## config.mk

```make
export PLATFORM = sky130hd
export DESIGN_NAME = pmic_top
export DESIGN_NICKNAME = d
export VERILOG_FILES = /design/src/pmic_pkg.sv /design/src/pmic_top.sv
export VERILOG_INCLUDE_DIRS = /design/src /design/src/src
export SDC_FILE = /design/constraint.sdc
export NUM_CORES = 1
export LEC_CHECK = 0
export BUFFER_PORTS_ARGS = -buffer_cell sky130_fd_sc_hd__buf_2
export CORE_MARGIN = 1
export CORE_UTILIZATION = 45
export DETAILED_ROUTE_END_ITERATION = 6
export PLACE_DENSITY_LB_ADDON = 0.3
export SLEW_MARGIN = 5
export SYNTH_ARGS = -nofsm -noshare
export SYNTH_HDL_FRONTEND = slang
export SYNTH_SLANG_ARGS = --single-unit
```

## constraint.sdc

```tcl
create_clock -name CLK -period 6.7 [get_ports CLK]
set_input_delay 0.335 -clock CLK [delete_from_list [all_inputs] [get_ports CLK]]
set_output_delay 0.335 -clock CLK [all_outputs]
set_load 0.005 [all_outputs]
```

## src/pmic_cfg.svh

```systemverilog
`ifndef PMIC_CFG_SVH
`define PMIC_CFG_SVH
`define PMIC_ADDR_BMC 5'h00
`define PMIC_ADDR_STS 5'h10
`define PMIC_ADDR_ICTL 5'h11
`define PMIC_ADDR_ISM 5'h12
`define PMIC_ADDR_PAGE 5'h13
`define PMIC_ADDR_LED 5'h18
`define PMIC_ADDR_TBS 5'h1a
`define PMIC_ADDR_EDC 5'h1d
`define PMIC_BMC_DUPLEX 8
`define PMIC_BMC_PWRDN 11
`define PMIC_BMC_LOOP 14
`define PMIC_STS_LOOP 3
`define PMIC_STS_POL 12
`define PMIC_STS_XOVER 14
`define PMIC_TBS_POL 4
`define PMIC_ICTL_OE 0
`define PMIC_ICTL_EN 1
`define PMIC_EDC_EN 15
`define PMIC_DIAG_PAGE 16'h0002
`define PMIC_BMC_RST 16'h0000
`define PMIC_ZERO16 16'h0000
`define PMIC_ED_PULSE_NS 1000
`define PMIC_CLK_NS 10
`define PMIC_ED_PULSE_CYC (`PMIC_ED_PULSE_NS / `PMIC_CLK_NS)
`define PMIC_ED_PERIOD 32'h0000_4000
`endif

```

## src/pmic_pkg.sv

```systemverilog
package pmic_pkg;
  typedef struct packed {
    logic [4:0] addr;
    logic [15:0] wdata;
    logic wr;
    logic rd;
  } pmic_req_t;
  typedef struct packed {
    logic link_up;
    logic speed100;
    logic negotiated;
    logic parallel_det;
    logic full_partner;
    logic energy;
    logic neg_pulse;
    logic crossed_pairs;
  } pmic_line_t;
  typedef enum logic [1:0] {
    PMIC_ED_ACTIVE = 2'b00,
    PMIC_ED_SLEEP = 2'b01,
    PMIC_ED_PULSE = 2'b10
  } pmic_ed_t;
endpackage

```

## src/pmic_top.sv

```systemverilog
// Contract
// - Each LED output's active level is set by its strap sampled at reset release.
// - LED direct control register forces LEDs; reads return register, not pins.
// - Half duplex: carrier sense follows transmit and receive activity.
// - Full duplex: no collision reporting; carrier sense follows receive only, or transmit when loopback is on.
// - Other MAC signals identical in both duplex modes.
// - Parallel-detected link settles in half duplex.
// - Control bit 8 selects duplex; in fiber it alone decides.
// - Fiber strap: strap zero loads duplex bit; other straps ignored.
// - Loopback bit 14 returns transmit data, blocks media, shows status bit 3.
// - Shared pin is power-down input until output-enable bit set.
// - Pin low as input means power-down, like control bit 11.
// - Registers work in power-down; output-enable disconnects power-down input.
// - Interrupts off at reset; global enable and per-source masks gate pin.
// - Enabled pending interrupt drives pin low through a register, one cycle after the flags.
// - Upper status byte shows pending; a read of 0x12 clears it, bar same-cycle events, and releases pin.
// - Energy detect: sleep idle, pulse periodically, wake on line activity.
// - Page select value 2 exposes diagnostics page.
// - Polarity reversal flagged from negative pulses in two status bits.
// - Polarity valid only at 10 Mb/s or negotiated 100 Mb/s.
// - Crossed-pair selection reported in status bit 14.
`include "pmic_cfg.svh"
module pmic_top (
  input wire logic CLK,
  input wire logic RESETN,
  input wire pmic_pkg::pmic_req_t REQ,
  output logic [15:0] RDATA,
  output logic RVALID,
  input wire pmic_pkg::pmic_line_t LINE,
  input wire logic [2:0] STRAP_LED,
  input wire logic STRAP_FIBER,
  input wire logic [2:0] LED_FUNC,
  input wire logic MAC_TX_EN,
  input wire logic [3:0] MAC_TXD,
  input wire logic LINE_RX_DV,
  input wire logic [3:0] LINE_RXD,
  input wire logic LINE_COL,
  input wire logic PD_IRQ_IN,
  output logic PD_IRQ_OUT,
  output logic PD_IRQ_OE,
  output logic [2:0] LED_OUT,
  output logic MAC_CRS,
  output logic MAC_COL,
  output logic MAC_RX_DV,
  output logic [3:0] MAC_RXD,
  output logic MEDIA_TX_EN,
  output logic [3:0] MEDIA_TXD,
  output logic POWER_DOWN,
  output logic FULL_DUPLEX,
  output logic ED_TX_PULSE,
  output logic DIAG_PAGE
);
  logic [15:0] bmc_ff;
  logic [1:0] ictl_ff;
  logic [7:0] mask_ff;
  logic [7:0] pend_ff;
  logic [15:0] page_ff;
  logic [15:0] led_ff;
  logic [15:0] edc_ff;
  logic [2:0] led_pol_ff;
  logic strap_done_ff;
  logic fiber_ff;
  logic link_ff;
  logic energy_ff;
  logic [15:0] rdata_ff;
  logic rvalid_ff;
  logic pd_irq_out_ff;
  logic pd_irq_oe_ff;
  logic [2:0] led_out_ff;
  logic crs_ff;
  logic col_ff;
  logic rx_dv_ff;
  logic [3:0] rxd_ff;
  logic mtx_en_ff;
  logic [3:0] mtxd_ff;
  logic pwr_ff;
  logic ed_pulse_ff;
  pmic_pkg::pmic_ed_t ed_ff;
  logic [31:0] ed_cnt_ff;
  logic full_dup;
  logic loop_en;
  logic pol_valid;
  logic [7:0] events;
  logic [15:0] rd_mux;
  logic ed_en;
  logic pin_pd;
  logic dup_ff;
  logic pd_out_ff;
  logic diag_ff;

  // Strap capture at first clock after release, not in the async reset branch
  always_ff @(posedge CLK or negedge RESETN) begin
    if (!RESETN) begin
      strap_done_ff <= 1'b0;
      led_pol_ff <= 3'b000;
      fiber_ff <= 1'b0;
    end else if (!strap_done_ff) begin
      strap_done_ff <= 1'b1;
      led_pol_ff <= STRAP_LED;
      fiber_ff <= STRAP_FIBER;
    end
  end

  always_ff @(posedge CLK or negedge RESETN) begin
    if (!RESETN) begin
      bmc_ff <= `PMIC_BMC_RST;
    end else if (!strap_done_ff) begin
      if (STRAP_FIBER) begin
        bmc_ff[`PMIC_BMC_DUPLEX] <= STRAP_LED[0];
      end
    end else if (REQ.wr && REQ.addr == `PMIC_ADDR_BMC) begin
      bmc_ff <= REQ.wdata;
    end
  end

  always_ff @(posedge CLK or negedge RESETN) begin
    if (!RESETN) begin
      ictl_ff <= 2'b00;
      mask_ff <= 8'h00;
      page_ff <= `PMIC_ZERO16;
      led_ff <= `PMIC_ZERO16;
      edc_ff <= `PMIC_ZERO16;
    end else if (REQ.wr) begin
      case (REQ.addr)
        `PMIC_ADDR_ICTL: ictl_ff <= REQ.wdata[1:0];
        `PMIC_ADDR_ISM: mask_ff <= REQ.wdata[7:0];
        `PMIC_ADDR_PAGE: page_ff <= REQ.wdata;
        `PMIC_ADDR_LED: led_ff <= REQ.wdata;
        `PMIC_ADDR_EDC: edc_ff <= REQ.wdata;
        default: ;
      endcase
    end
  end

  // Fiber has no negotiation; partner ability only counts when negotiated
  always_comb begin
    if (fiber_ff || !LINE.link_up) begin
      full_dup = bmc_ff[`PMIC_BMC_DUPLEX];
    end else if (LINE.parallel_det) begin
      full_dup = 1'b0;
    end else if (LINE.negotiated) begin
      full_dup = LINE.full_partner;
    end else begin
      full_dup = bmc_ff[`PMIC_BMC_DUPLEX];
    end
  end

  assign loop_en = bmc_ff[`PMIC_BMC_LOOP];
  assign pol_valid = !LINE.speed100 || (LINE.negotiated && !LINE.parallel_det);
  assign ed_en = edc_ff[`PMIC_EDC_EN];
  assign pin_pd = bmc_ff[`PMIC_BMC_PWRDN] || (!ictl_ff[`PMIC_ICTL_OE] && !PD_IRQ_IN);

  // Bit 5 link change, bit 6 energy change; other sources not in this block
  always_comb begin
    events = 8'h00;
    events[5] = LINE.link_up != link_ff;
    events[6] = LINE.energy != energy_ff;
  end

  always_ff @(posedge CLK or negedge RESETN) begin
    if (!RESETN) begin
      link_ff <= 1'b0;
      energy_ff <= 1'b0;
    end else begin
      link_ff <= LINE.link_up;
      energy_ff <= LINE.energy;
    end
  end

  // New event in the clearing read cycle survives the clear
  always_ff @(posedge CLK or negedge RESETN) begin
    if (!RESETN) begin
      pend_ff <= 8'h00;
    end else if (REQ.rd && REQ.addr == `PMIC_ADDR_ISM) begin
      pend_ff <= events & mask_ff;
    end else begin
      pend_ff <= pend_ff | (events & mask_ff);
    end
  end

  always_comb begin
    rd_mux = `PMIC_ZERO16;
    case (REQ.addr)
      `PMIC_ADDR_BMC: rd_mux = bmc_ff;
      `PMIC_ADDR_STS: begin
        rd_mux[0] = LINE.link_up;
        rd_mux[1] = !LINE.speed100;
        rd_mux[2] = full_dup;
        rd_mux[`PMIC_STS_LOOP] = loop_en;
        rd_mux[`PMIC_STS_POL] = LINE.neg_pulse && pol_valid;
        rd_mux[`PMIC_STS_XOVER] = LINE.crossed_pairs;
      end
      `PMIC_ADDR_ICTL: rd_mux = {14'h0000, ictl_ff};
      `PMIC_ADDR_ISM: rd_mux = {pend_ff, mask_ff};
      `PMIC_ADDR_PAGE: rd_mux = page_ff;
      `PMIC_ADDR_LED: rd_mux = led_ff;
      `PMIC_ADDR_TBS: rd_mux[`PMIC_TBS_POL] = LINE.neg_pulse && pol_valid;
      `PMIC_ADDR_EDC: rd_mux = edc_ff;
      default: rd_mux = `PMIC_ZERO16;
    endcase
  end

  // Reads served even in power-down
  always_ff @(posedge CLK or negedge RESETN) begin
    if (!RESETN) begin
      rdata_ff <= `PMIC_ZERO16;
      rvalid_ff <= 1'b0;
    end else begin
      rvalid_ff <= REQ.rd;
      rdata_ff <= REQ.rd ? rd_mux : rdata_ff;
    end
  end

  // Pin in output mode ignores the input, so power-down from pin releases
  always_ff @(posedge CLK or negedge RESETN) begin
    if (!RESETN) begin
      pwr_ff <= 1'b0;
    end else begin
      pwr_ff <= pin_pd;
    end
  end

  // Status pins registered so every output leaves a flip-flop
  always_ff @(posedge CLK or negedge RESETN) begin
    if (!RESETN) begin
      dup_ff <= 1'b0;
      pd_out_ff <= 1'b0;
      diag_ff <= 1'b0;
    end else begin
      dup_ff <= full_dup;
      pd_out_ff <= pin_pd || (ed_ff != pmic_pkg::PMIC_ED_ACTIVE);
      diag_ff <= page_ff == `PMIC_DIAG_PAGE;
    end
  end

  // Registered pin: one cycle after a flag sets, out of reset it is released
  always_ff @(posedge CLK or negedge RESETN) begin
    if (!RESETN) begin
      pd_irq_oe_ff <= 1'b0;
      pd_irq_out_ff <= 1'b1;
    end else begin
      pd_irq_oe_ff <= ictl_ff[`PMIC_ICTL_OE];
      pd_irq_out_ff <= !(ictl_ff[`PMIC_ICTL_EN] && |pend_ff);
    end
  end

  // Direct control: bit i+3 enables force, bit i gives on/off
  for (genvar i = 0; i < 3; i++) begin : g_led
    always_ff @(posedge CLK or negedge RESETN) begin
      if (!RESETN) begin
        led_out_ff[i] <= 1'b0;
      end else begin
        led_out_ff[i] <= (led_ff[i + 3] ? led_ff[i] : LED_FUNC[i]) ^ led_pol_ff[i];
      end
    end
  end

  // MAC path: only CRS and COL depend on duplex
  always_ff @(posedge CLK or negedge RESETN) begin
    if (!RESETN) begin
      crs_ff <= 1'b0;
      col_ff <= 1'b0;
      rx_dv_ff <= 1'b0;
      rxd_ff <= 4'h0;
      mtx_en_ff <= 1'b0;
      mtxd_ff <= 4'h0;
    end else begin
      if (loop_en) begin
        rx_dv_ff <= MAC_TX_EN;
        rxd_ff <= MAC_TXD;
        mtx_en_ff <= 1'b0;
        mtxd_ff <= 4'h0;
      end else begin
        rx_dv_ff <= LINE_RX_DV;
        rxd_ff <= LINE_RXD;
        mtx_en_ff <= MAC_TX_EN && !pwr_ff;
        mtxd_ff <= MAC_TXD;
      end
      if (full_dup) begin
        crs_ff <= loop_en ? MAC_TX_EN : LINE_RX_DV;
        col_ff <= 1'b0;
      end else begin
        crs_ff <= MAC_TX_EN || LINE_RX_DV;
        col_ff <= LINE_COL && !loop_en;
      end
    end
  end

  // Energy-detect sequencer
  always_ff @(posedge CLK or negedge RESETN) begin
    if (!RESETN) begin
      ed_ff <= pmic_pkg::PMIC_ED_ACTIVE;
      ed_cnt_ff <= 32'h0000_0000;
      ed_pulse_ff <= 1'b0;
    end else begin
      case (ed_ff)
        pmic_pkg::PMIC_ED_ACTIVE: begin
          ed_pulse_ff <= 1'b0;
          ed_cnt_ff <= 32'h0000_0000;
          if (ed_en && !LINE.energy) ed_ff <= pmic_pkg::PMIC_ED_SLEEP;
        end
        pmic_pkg::PMIC_ED_SLEEP: begin
          if (!ed_en || LINE.energy) begin
            ed_ff <= pmic_pkg::PMIC_ED_ACTIVE;
          end else if (ed_cnt_ff == `PMIC_ED_PERIOD - 32'h0000_0001) begin
            ed_cnt_ff <= 32'h0000_0000;
            ed_pulse_ff <= 1'b1;
            ed_ff <= pmic_pkg::PMIC_ED_PULSE;
          end else begin
            ed_cnt_ff <= ed_cnt_ff + 32'h0000_0001;
          end
        end
        pmic_pkg::PMIC_ED_PULSE: begin
          // Activity cuts a pulse short so wake-up never waits on it
          if (!ed_en || LINE.energy) begin
            ed_cnt_ff <= 32'h0000_0000;
            ed_pulse_ff <= 1'b0;
            ed_ff <= pmic_pkg::PMIC_ED_ACTIVE;
          end else if (ed_cnt_ff == `PMIC_ED_PULSE_CYC - 1) begin
            ed_cnt_ff <= 32'h0000_0000;
            ed_pulse_ff <= 1'b0;
            ed_ff <= pmic_pkg::PMIC_ED_SLEEP;
          end else begin
            ed_cnt_ff <= ed_cnt_ff + 32'h0000_0001;
          end
        end
        default: ed_ff <= pmic_pkg::PMIC_ED_ACTIVE;
      endcase
    end
  end

  assign RDATA = rdata_ff;
  assign RVALID = rvalid_ff;
  assign PD_IRQ_OUT = pd_irq_out_ff;
  assign PD_IRQ_OE = pd_irq_oe_ff;
  assign LED_OUT = led_out_ff;
  assign MAC_CRS = crs_ff;
  assign MAC_COL = col_ff;
  assign MAC_RX_DV = rx_dv_ff;
  assign MAC_RXD = rxd_ff;
  assign MEDIA_TX_EN = mtx_en_ff;
  assign MEDIA_TXD = mtxd_ff;
  assign POWER_DOWN = pd_out_ff;
  assign FULL_DUPLEX = dup_ff;
  assign ED_TX_PULSE = ed_pulse_ff;
  assign DIAG_PAGE = diag_ff;
endmodule
```

==> flow_summary.ini, run 1 <==
[clock_network]
numCtsBuffers = 17
cts.reportedPaths.clkPinSlew_ps = 70
post-cts-setup-buffers = 0
insertion_delay_ps = 420
root_buffer = clkbuf_16
cts_tree = built
cts_buffer_depth = 2
h-tree-depth = 4
numClockSinks = 156

[setup_path]
crit_path_end = ed_cnt_ff[30]
rr_worst_depth = 6
r2r_slack_ps = 3490
path_class = register to register
startpoint = ed_cnt_ff[0]
cp-end-kind = register
rr_endpoint = ed_cnt_ff[30]
cp.arrival_ps = 3460
crit-reg2reg-launch = ed_cnt_ff[0]
worstPathRequired_ps = 6950
critPathLaunchType = register
critPathMaxFanout = 24

[timing]
final.setup.tns_ps = 0
setup_viol = 0
timing.hold.ws_ps = 64.7
finalClockSkew_ps = 7.85
slew-limit-headroom = 0.250
max_freq_ghz = 0.311
post-route-period-util = 0.479
final_max_slew_viol_count = 0
period_minus_slack_ps = 3210
finalHoldViolCount = 0
worstMarginPinSlew_ps = 1110
rsz0062_at_grt = no

[logic_synthesis]
synth.yosys.seq_area_share = 0.533
synth_edf_count = 0
synth_seq_cells = 156
syn_inst = 637
synthFlopType = dfrtp_1
synthArstFlopShare = 1.00
yosys_warnings = 0
synth_fp_nets = 694
synth.avg_cell_area_um2 = 11.5
ys_types = 65
synth_area_um2 = 7330

[floorplanning]
ios = 90
core_area_um2 = 15900
die_w_um = 130
rows = 46
die_y_um = 130
die_area_um2 = 16800
initial_utilization = 0.461

[global_routing]
grt_pass1_wl_um = 28200
grt-ovfl-total = 0
grt_usage = 0.220
antenna_found_initial = 3
grt_pass1_vias = 5517
grt_max_degree = 80

[detailed_routing]
finalWirelength_um = 17600
drt_pass1_iterations = 4
avgRoutedWirePerCell_um = 18.6
vias = 5557
via_per_inst = 5.86
ant_nets = 0
drc = 0
drt_iter0_markers = 421

[cells_and_area]
areaGrowthSynthToFinish_pct = 17.7
stdcell_area_um2 = 8630
nets = 773
multi_input_area_um2 = 3180
drive_above_1_share = 0.302
fillers = 1345
regArea_um2 = 3910

[power_and_ir_drop]
power_density_nw_per_um2 = 309
ir_drop_mv = 0.221
cellLeakagePower_nw = 3.82
p_clk_frac = 0.407
combPwrFrac = 0.162
netSwitchingFraction = 0.282
power.internal_mw = 1.92
share_seq_of_total_power = 0.430
switchingPower_uw = 753

[status]
status = complete, no violations

[placement]
dp.final_hpwl_um = 11900
port-buffer-count = 89
placed_area_um2 = 7940
place_congestion = 0.880

[min_path]
hold_path.class = primary input to register

[flow_run]
cap_violations = 0
-- power by group through the flow --
stage | logic, mW | clock network (mW) | registers, mW
2_1_floorplan | 0.284 | 0 | 1.14
3_3_place_gp | 0.416 | 0 | 1.16
3_5_place_dp | 0.432 | 0 | 1.16
4_1_cts | 0.435 | 1.10 | 1.15
5_1_grt | 0.478 | 1.14 | 1.16
6_report | 0.433 | 1.09 | 1.15
-- layer usage --
metal  global-route usage  wire length (µm)  up-vias
li1                     -                 -     2532
met2                0.369              8680      196
met4               0.0876               460        0
met3               0.0611              1140       36
met1                0.269              7340     2793
met5                    0                 0        -
-- layout make-up --
class,instances,share of cell area
sequential,156,0.453
multi-input combinational,419,0.368
inverter,28,0.0122
timing repair buffer,94,0.0570
tap,216,0.0313
clock inverter,14,0.0268
antenna,3,0.000870
clock buffer,18,0.0509
-- sequential cells by signal, indices dropped and copies added, names as in the netlist, 2 cells and up --
register	flops
ed_cnt_ff	32
RDATA	16
bmc_ff	16
edc_ff	16
led_ff	16
page_ff	16
mask_ff	8
MAC_RXD	4
MEDIA_TXD	4
LED_OUT	3
led_pol_ff	3
ed_ff	2
ictl_ff	2
pend_ff	2
-- kinds of logic after synthesis --
group           after synthesis  share of synthesized area
buf+inv                      62                     0.0350
xor+xnor                     12                     0.0143
compound gates              137                      0.135
other cells                   1                   0.000512
flops                       156                      0.533
fa+ha+maj                     5                    0.00853
mux                          96                      0.146
simple gates                168                      0.128
-- cell usage in the layout (no fill, tap or decap), types with 14 or more instances in the layout --
cell       instances
dfrtp_1          155
buf_2             88
mux2_2            81
nand2_1           43
inv_1             28
nor2_1            27
a22oi_1           25
o21ai_0           22
clkbuf_16         17
a21oi_1           16
or3_1             14
-- cells in the mapped netlist, types with 5 or more instances --
cell         n  area (µm²)
o211ai_1     9        67.6
inv_1       28         105
a31oi_1      6        37.5
nand3_1     10        50.1
nor2b_1      5        31.3
or3_1       14        87.6
o311ai_0     6        52.6
nand4_1      9        56.3
xor2_1       5        43.8
and3_1       9        56.3
a22oi_1     25         188
o2111ai_1   10        87.6
nor4_1      10        62.6
mux2i_1     13         130
nand2b_1     5        31.3
ha_1         5        62.6
mux2_2      81         912
dfrtp_1    155        3880
nor3_1       5        25.0
and4_1       6        52.6
nor2_1      27         101
xnor2_1      7        61.3
and2_1       5        31.3
a21o_1       5        37.5
clkbuf_1    22        82.6
o21ai_0     22         110
nand2_1     43         161
a21oi_1     16        80.1
o22ai_1      6        37.5
buf_2        7        35.0
-- how the worst min path moves through the flow --
stage,from,to,slack [ps],depth (start not counted)
2_1_floorplan,RESETN,DIAG_PAGE,40,0
3_3_place_gp,pwr_ff,MEDIA_TX_EN,400,1
3_5_place_dp,pwr_ff,MEDIA_TX_EN,400,1
4_1_cts,LINE[2],energy_ff,50,1
5_1_grt,LINE[2],energy_ff,60,1
6_report,LINE[2],energy_ff,60,1
-- worst max-delay path, stage by stage, from the launching register on --
cell and delay, ps:
dfrtp_1 390, ha_1 250, nand4_1 300, nor4_4 590
a31oi_4 330, o21ai_2 930, a21boi_0 240
-- per-stage QoR --
step           cells  power [mW]  setup slack [ps]   util
2_1_floorplan    637        1.42              4490      -
3_3_place_gp     912        1.57              3640  0.500
3_5_place_dp     912        1.59              3530  0.500
4_1_cts          945        2.68              3520  0.543
5_1_grt          945        2.78              3190  0.543
6_report         948        2.67              3490  0.543
-- timing repair --
action | 4_1_cts | 5_1_grt
gates resized for setup | 0 | 0
hold buffers | 1 | 0
hold endpoints to repair | 77 | 0
No activity file was read; power rests on OpenSTA's default activity.
==> run 2, diff against run 1 <==
--- a/config.mk
+++ b/config.mk
@@ -6,6 +6,7 @@
 export SDC_FILE = /design/constraint.sdc
 export NUM_CORES = 1
 export LEC_CHECK = 0
+export ABC_AREA = 1
 export BUFFER_PORTS_ARGS = -buffer_cell sky130_fd_sc_hd__buf_2
 export CORE_MARGIN = 1
 export CORE_UTILIZATION = 45
==> constraint.sdc (replaced) <==
create_clock -name CLK -period 3.2 [get_ports CLK]
set_input_delay 0.16 -clock CLK [delete_from_list [all_inputs] [get_ports CLK]]
set_output_delay 0.16 -clock CLK [all_outputs]
set_load 0.005 [all_outputs]
==> run 2 against run 1 <==
The run now ends with DRC left. Synthesized cell count up 46%. First-iteration DRC count is 22% higher. Die area rose by 0.63%. Sequential power increased by 110%. Combinational power grew 83%. Critical endpoint is now ed_cnt_ff[17].
==> flow_summary.ini, run 2 <==
[status]
status = complete, but fails checks
violations = DRC

[detailed_routing]
drc = 6
vias = 6482
ant_nets = 0
drt_pass1_iterations = 7
finalWirelength_um = 19400
via_per_inst = 5.10
drt_iter0_markers = 513
avgRoutedWirePerCell_um = 15.3

[global_routing]
antenna_found_initial = 0
grt_pass1_wl_um = 31900
grt_usage = 0.250
grt-ovfl-total = 0
grt_max_degree = 83
grt_pass1_vias = 6188

[setup_path]
rr_worst_depth = 11
cp-end-kind = register
worstPathRequired_ps = 3560
critPathLaunchType = register
path_class = register to register
cp.arrival_ps = 2650
critPathMaxFanout = 19

[logic_synthesis]
syn_inst = 929
synth.yosys.seq_area_share = 0.529
synth_top_cell_by_area = dfrtp_1
synth_xor_area_frac = 0.0166
synth_fa_ha_area_frac = 0.00848
synth_fp_nets = 986
synth.most_common_cell = nand2_1
synthFlopType = dfrtp_1
synth_top_area_share = 0.526
synth_compound_area_frac = 0.110
synthArstFlopShare = 1.00
synth_top_family_by_area = simple AND/OR/NAND/NOR gates
synth.avg_cell_area_um2 = 7.94
synth_seq_cells = 156
synthTopCellsByCount = nand2_1 (293), dfrtp_1 (155), o21ai_0 (118)
yosys_warnings = 0
synth_edf_count = 0
ys_types = 41
synth_area_leaders = dfrtp_1 (53%), nand2_1 (15%), o21ai_0 (8.0%), nor2_1 (5.5%), inv_1 (4.3%)
muxShareOfSynthArea = 0
yosys.area_share.simple = 0.273
synth_area_um2 = 7380

[cells_and_area]
final_common_cell = nand2_1
nets = 1098
fillers = 1508
largest_reg_flops = 32
areaGrowthSynthToFinish_pct = 20.2
max_flop_register = ed_cnt_ff
final_cells = 1270
layout_common_cells = nand2_1 (293), dfrtp_1 (155), o21ai_0 (118), nor2_1 (109), buf_2 (88)
drive_above_1_share = 0.139
stdcell_area_um2 = 8870
antenna_cells = 0

[clock_network]
cts_resized = 0
numCtsBuffers = 17
insertion_delay_ps = 430
cts_buffer_depth = 2
root_buffer = clkbuf_16
cts.reportedPaths.clkPinSlew_ps = 60
numClockSinks = 156
h-tree-depth = 4
cts_tree = built
post-cts-setup-buffers = 0

[floorplanning]
die_w_um = 130
rows = 46
die_area_um2 = 16900
die_y_um = 130
core_area_um2 = 15900
ios = 90
initial_utilization = 0.463

[placement]
place_congestion = 0.913
placed_area_um2 = 8010
dp.final_hpwl_um = 13500
port-buffer-count = 89
placedCellCount = 1213
dpl_worst_slack_ps = 884

[timing]
rsz0062_at_grt = no
finalClockSkew_ps = 13.0
setup_slack_ps = 909
max_freq_ghz = 0.436
setup_viol = 0
slew-limit-headroom = 0.318
worstMarginPinSlew_ps = 1020
period_minus_slack_ps = 2290
final.setup.tns_ps = 0
final_max_slew_viol_count = 0
finalHoldViolCount = 0
post-route-period-util = 0.716

[power_and_ir_drop]
finalPower_mw = 5.27
cellLeakagePower_nw = 4.28
ir_drop_mv = 0.390
power_density_nw_per_um2 = 594

[flow_run]
cap_violations = 0

[min_path]
holdPathStages = 3
hold_path.class = primary input to register
run 2: cell count changes after synthesis, moves of 14 or more:
cell / delta
or3_1: -14
nand2_1: +250
nor2_1: +82
inv_1: +57
o21ai_0: +96
nand3_1: +36
mux2_2: -81
a22oi_1: -25
run 2: area by class of cell:
type	instances	area [µm²]	area share
timing repair buffer	120	747	0.0842
inverter	88	330	0.0372
sequential	156	3910	0.440
tap	216	270	0.0305
clock inverter	15	183	0.0206
multi-input combinational	658	3010	0.339
clock buffer	17	425	0.0479
run 2: final timing paths:
check,slack (ps),to,start
setup reg to reg,910,ed_cnt_ff[17],ed_ff[1]
max in group asynchronous,1930,PD_IRQ_OUT,RESETN
hold / removal,20,bmc_ff[11],REQ[13]
hold reg to reg,410,MEDIA_TX_EN,pwr_ff
setup / recovery,910,ed_cnt_ff[17],ed_ff[1]
min in group asynchronous,330,MAC_RXD[0],RESETN
run 2: layer usage:
layer	global-route usage	vias to the layer above	wire [µm]
met5	0	-	0
met2	0.420	168	9650
met4	0.0834	0	283
met1	0.326	3085	8640
met3	0.0459	28	803
li1	-	3201	-
run 2: cells by family (layout without fill, tap and decap cells):
kind of cell	after synthesis	in the layout
flops	156	156
compound gates	149	149
other cells	1	1
xor+xnor	14	14
fa+ha+maj	5	5
simple gates	489	489
buf+inv	115	240
run 2: report_power, final:
part           internal [mW]  switching, mW
Clock                   1.18          0.898
Sequential              2.23          0.171
Combinational          0.279          0.515
run 2: stage by stage:
| stage | hold WS (ps) | utilization |
|---|---|---|
| after floorplan | -136 | - |
| after global placement | 245 | 0.503 |
| after detailed placement | 247 | 0.503 |
| after CTS | 3.00 | 0.557 |
| after global routing | 5.50 | 0.557 |
| final | 16.4 | 0.557 |
run 2: what timing repair did:
action | CTS | global route
hold buffers | 25 | 0
endpoints found under the hold margin | 102 | 0
endpoints found under the setup margin | 0 | 0
run 2: worst max-delay path, cell delays in order (launching register included):
cell,delay (ps)
dfrtp_1,390
inv_1,80
ha_1,230
nand2_1,100
nand2_2,250
inv_1,400
nand2_1,250
nor2_4,180
nand2_1,70
o21bai_1,120
nand2_1,60
nor2_1,100
==> run 3, diff against run 2 <==
--- a/config.mk
+++ b/config.mk
@@ -6,7 +6,7 @@
 export SDC_FILE = /design/constraint.sdc
 export NUM_CORES = 1
 export LEC_CHECK = 0
-export ABC_AREA = 1
+export ABC_AREA = 0
 export BUFFER_PORTS_ARGS = -buffer_cell sky130_fd_sc_hd__buf_2
 export CORE_MARGIN = 1
 export CORE_UTILIZATION = 45
==> constraint.sdc (replaced) <==
create_clock -name CLK -period 2.25 [get_ports CLK]
set_input_delay 0.1125 -clock CLK [delete_from_list [all_inputs] [get_ports CLK]]
set_output_delay 0.1125 -clock CLK [all_outputs]
set_load 0.005 [all_outputs]
==> run 3 against run 2 <==
The flow now finishes without violations. Register-to-register slack worse by 880 ps. Sequential power up 42%. Hold slack better by 1.1 ps. Cell area up 5.8%. Non-clock buffer count up 61. Via count down 11%. Routed wire length down 2.3%. Power up 49%. Fmax up 3.2%. Sequential cell count unchanged. Die area down 0.63%. Critical path type unchanged. Largest cell class unchanged.
==> flow_summary.ini, run 3 (synthesized netlist as in run 1, its figures left out) <==
[global_routing]
antenna_found_initial = 0
grt_pass1_wl_um = 30700
grt_pass1_vias = 6028
grt_usage = 0.239
busiest_layer = met2
grt-ovfl-total = 0
grtUsageMet2 = 0.421
grt_use_met1 = 0.294
grt_max_degree = 63
global_route.usage.met3 = 0.0454

[power_and_ir_drop]
cellLeakagePower_nw = 4.21
power_density_nw_per_um2 = 836
ir_drop_mv = 0.590

[setup_path]
rr_worst_depth = 5
critPathTopFamily = simple AND/OR/NAND/NOR gates
path_class = register to register
cp_slowest_cell = or4_4
cp-end-kind = register
critPathLaunchType = register
critPathMaxFanout = 7
cp_num_buf_inv = 0
worstPathRequired_ps = 2550
cp_cell_sequence = or4_4, nor4_4, a31oi_4, a211o_1, mux2_4
path_depth = 5
cp.arrival_ps = 2520
max_stage_delay_ps = 550

[cells_and_area]
areaGrowthSynthToFinish_pct = 28.0
max_flop_register = ed_cnt_ff
layout_common_cells = dfrtp_1 (155), buf_2 (88), mux2_2 (81), buf_4 (51), nand2_1 (43)
multi_input_area_um2 = 3220
stdcell_area_um2 = 9380
final_common_cell = dfrtp_1
largest_reg_flops = 32
regArea_um2 = 3910
nets = 860
fillers = 1328
antenna_cells = 0
drive_above_1_share = 0.338

[detailed_routing]
via_per_inst = 5.61
vias = 5789
drt_iter0_markers = 351
drt_pass1_iterations = 5
avgRoutedWirePerCell_um = 18.3
ant_nets = 0
drc = 0
finalWirelength_um = 18900

[placement]
placed_area_um2 = 8330
place_congestion = 0.866
dpl_worst_slack_ps = -68.2
port-buffer-count = 89
dp.final_hpwl_um = 12900

[floorplanning]
ios = 90
rows = 46
die_w_um = 130
die_y_um = 130
initial_utilization = 0.461
die_area_um2 = 16800
core_area_um2 = 15900

[clock_network]
insertion_delay_ps = 420
numClockSinks = 156
cts_tree = built
cts.reportedPaths.clkPinSlew_ps = 70
cts_buffer_depth = 2
h-tree-depth = 4
numCtsBuffers = 17
root_buffer = clkbuf_16

[flow_run]
cap_violations = 0

[timing]
finalHoldViolCount = 0
period_minus_slack_ps = 2220
setup_slack_ps = 29.4
finalClockSkew_ps = 9.97
final_max_slew_viol_count = 0
setup_viol = 0
timing.hold.ws_ps = 17.5
rsz0062_at_grt = yes
max_freq_ghz = 0.450
worstMarginPinSlew_ps = 569
slew-limit-headroom = 0.616
post-route-period-util = 0.987

[status]
status = complete, no violations

[min_path]
hold_path.class = primary input to register
holdPathStages = 2
-- run 3: cell types whose count changed in the layout (fill, tap and decap cells not counted), sizes merged, moves of 37 or more --
cell   previous run  this run
nand2           298        43
o21ai           121        24
nor2            113        27
mux2              0        83
inv              94        34
buf              95       144
nand3            47        10
-- run 3: per-layer routing --
metal  wire, µm  part of all wire
met2       9740              0.51
met4        265             0.014
met3        690             0.036
met5          0                 0
met1       8230              0.43
-- run 3: layout make-up --
class                   instances  share of cell area
well taps                     216              0.0288
repair buffers                181               0.137
multi-input cells             419               0.343
flip-flops and latches        156               0.416
clock buffers                  18              0.0468
inverters                      28              0.0112
clock inverters                14              0.0168
-- run 3: where the power goes --
part           leakage, nW  switching [mW]  total (mW)  internal, mW
logic                 1.90           0.828        1.54         0.709
registers             2.02           0.235        3.40          3.16
clock network        0.290            1.22        2.91          1.69
-- run 3: what timing repair did --
action,4_1_cts,5_1_grt
hold endpoints to repair,128,0
setup endpoints to repair,20,21
pin swaps,2,6
buffers inserted,1,3
hold buffers,37,0
resized for setup,5,5
-- run 3: final timing paths --
check                              start          end  slack, ps
hold / removal                    REQ[2]    led_ff[0]         20
setup reg to reg           ed_cnt_ff[11]     ed_ff[0]         30
setup / recovery           ed_cnt_ff[11]     ed_ff[0]         30
min in group asynchronous         RESETN   LED_OUT[1]        230
hold reg to reg                   pwr_ff  MEDIA_TX_EN        460
max in group asynchronous         RESETN    bmc_ff[5]       1330
-- run 3: through the flow --
step / util / instances / setup TNS, ps / power, mW
detailed placement: 0.525 / 959 / -473 / 4.89
global placement: 0.525 / 959 / -97.9 / 4.80
global route: 0.591 / 1032 / -131 / 8.19
finish: 0.591 / 1032 / 0 / 7.85
CTS: 0.588 / 1029 / -1.99 / 7.86
floorplan: - / 637 / 0 / 4.23
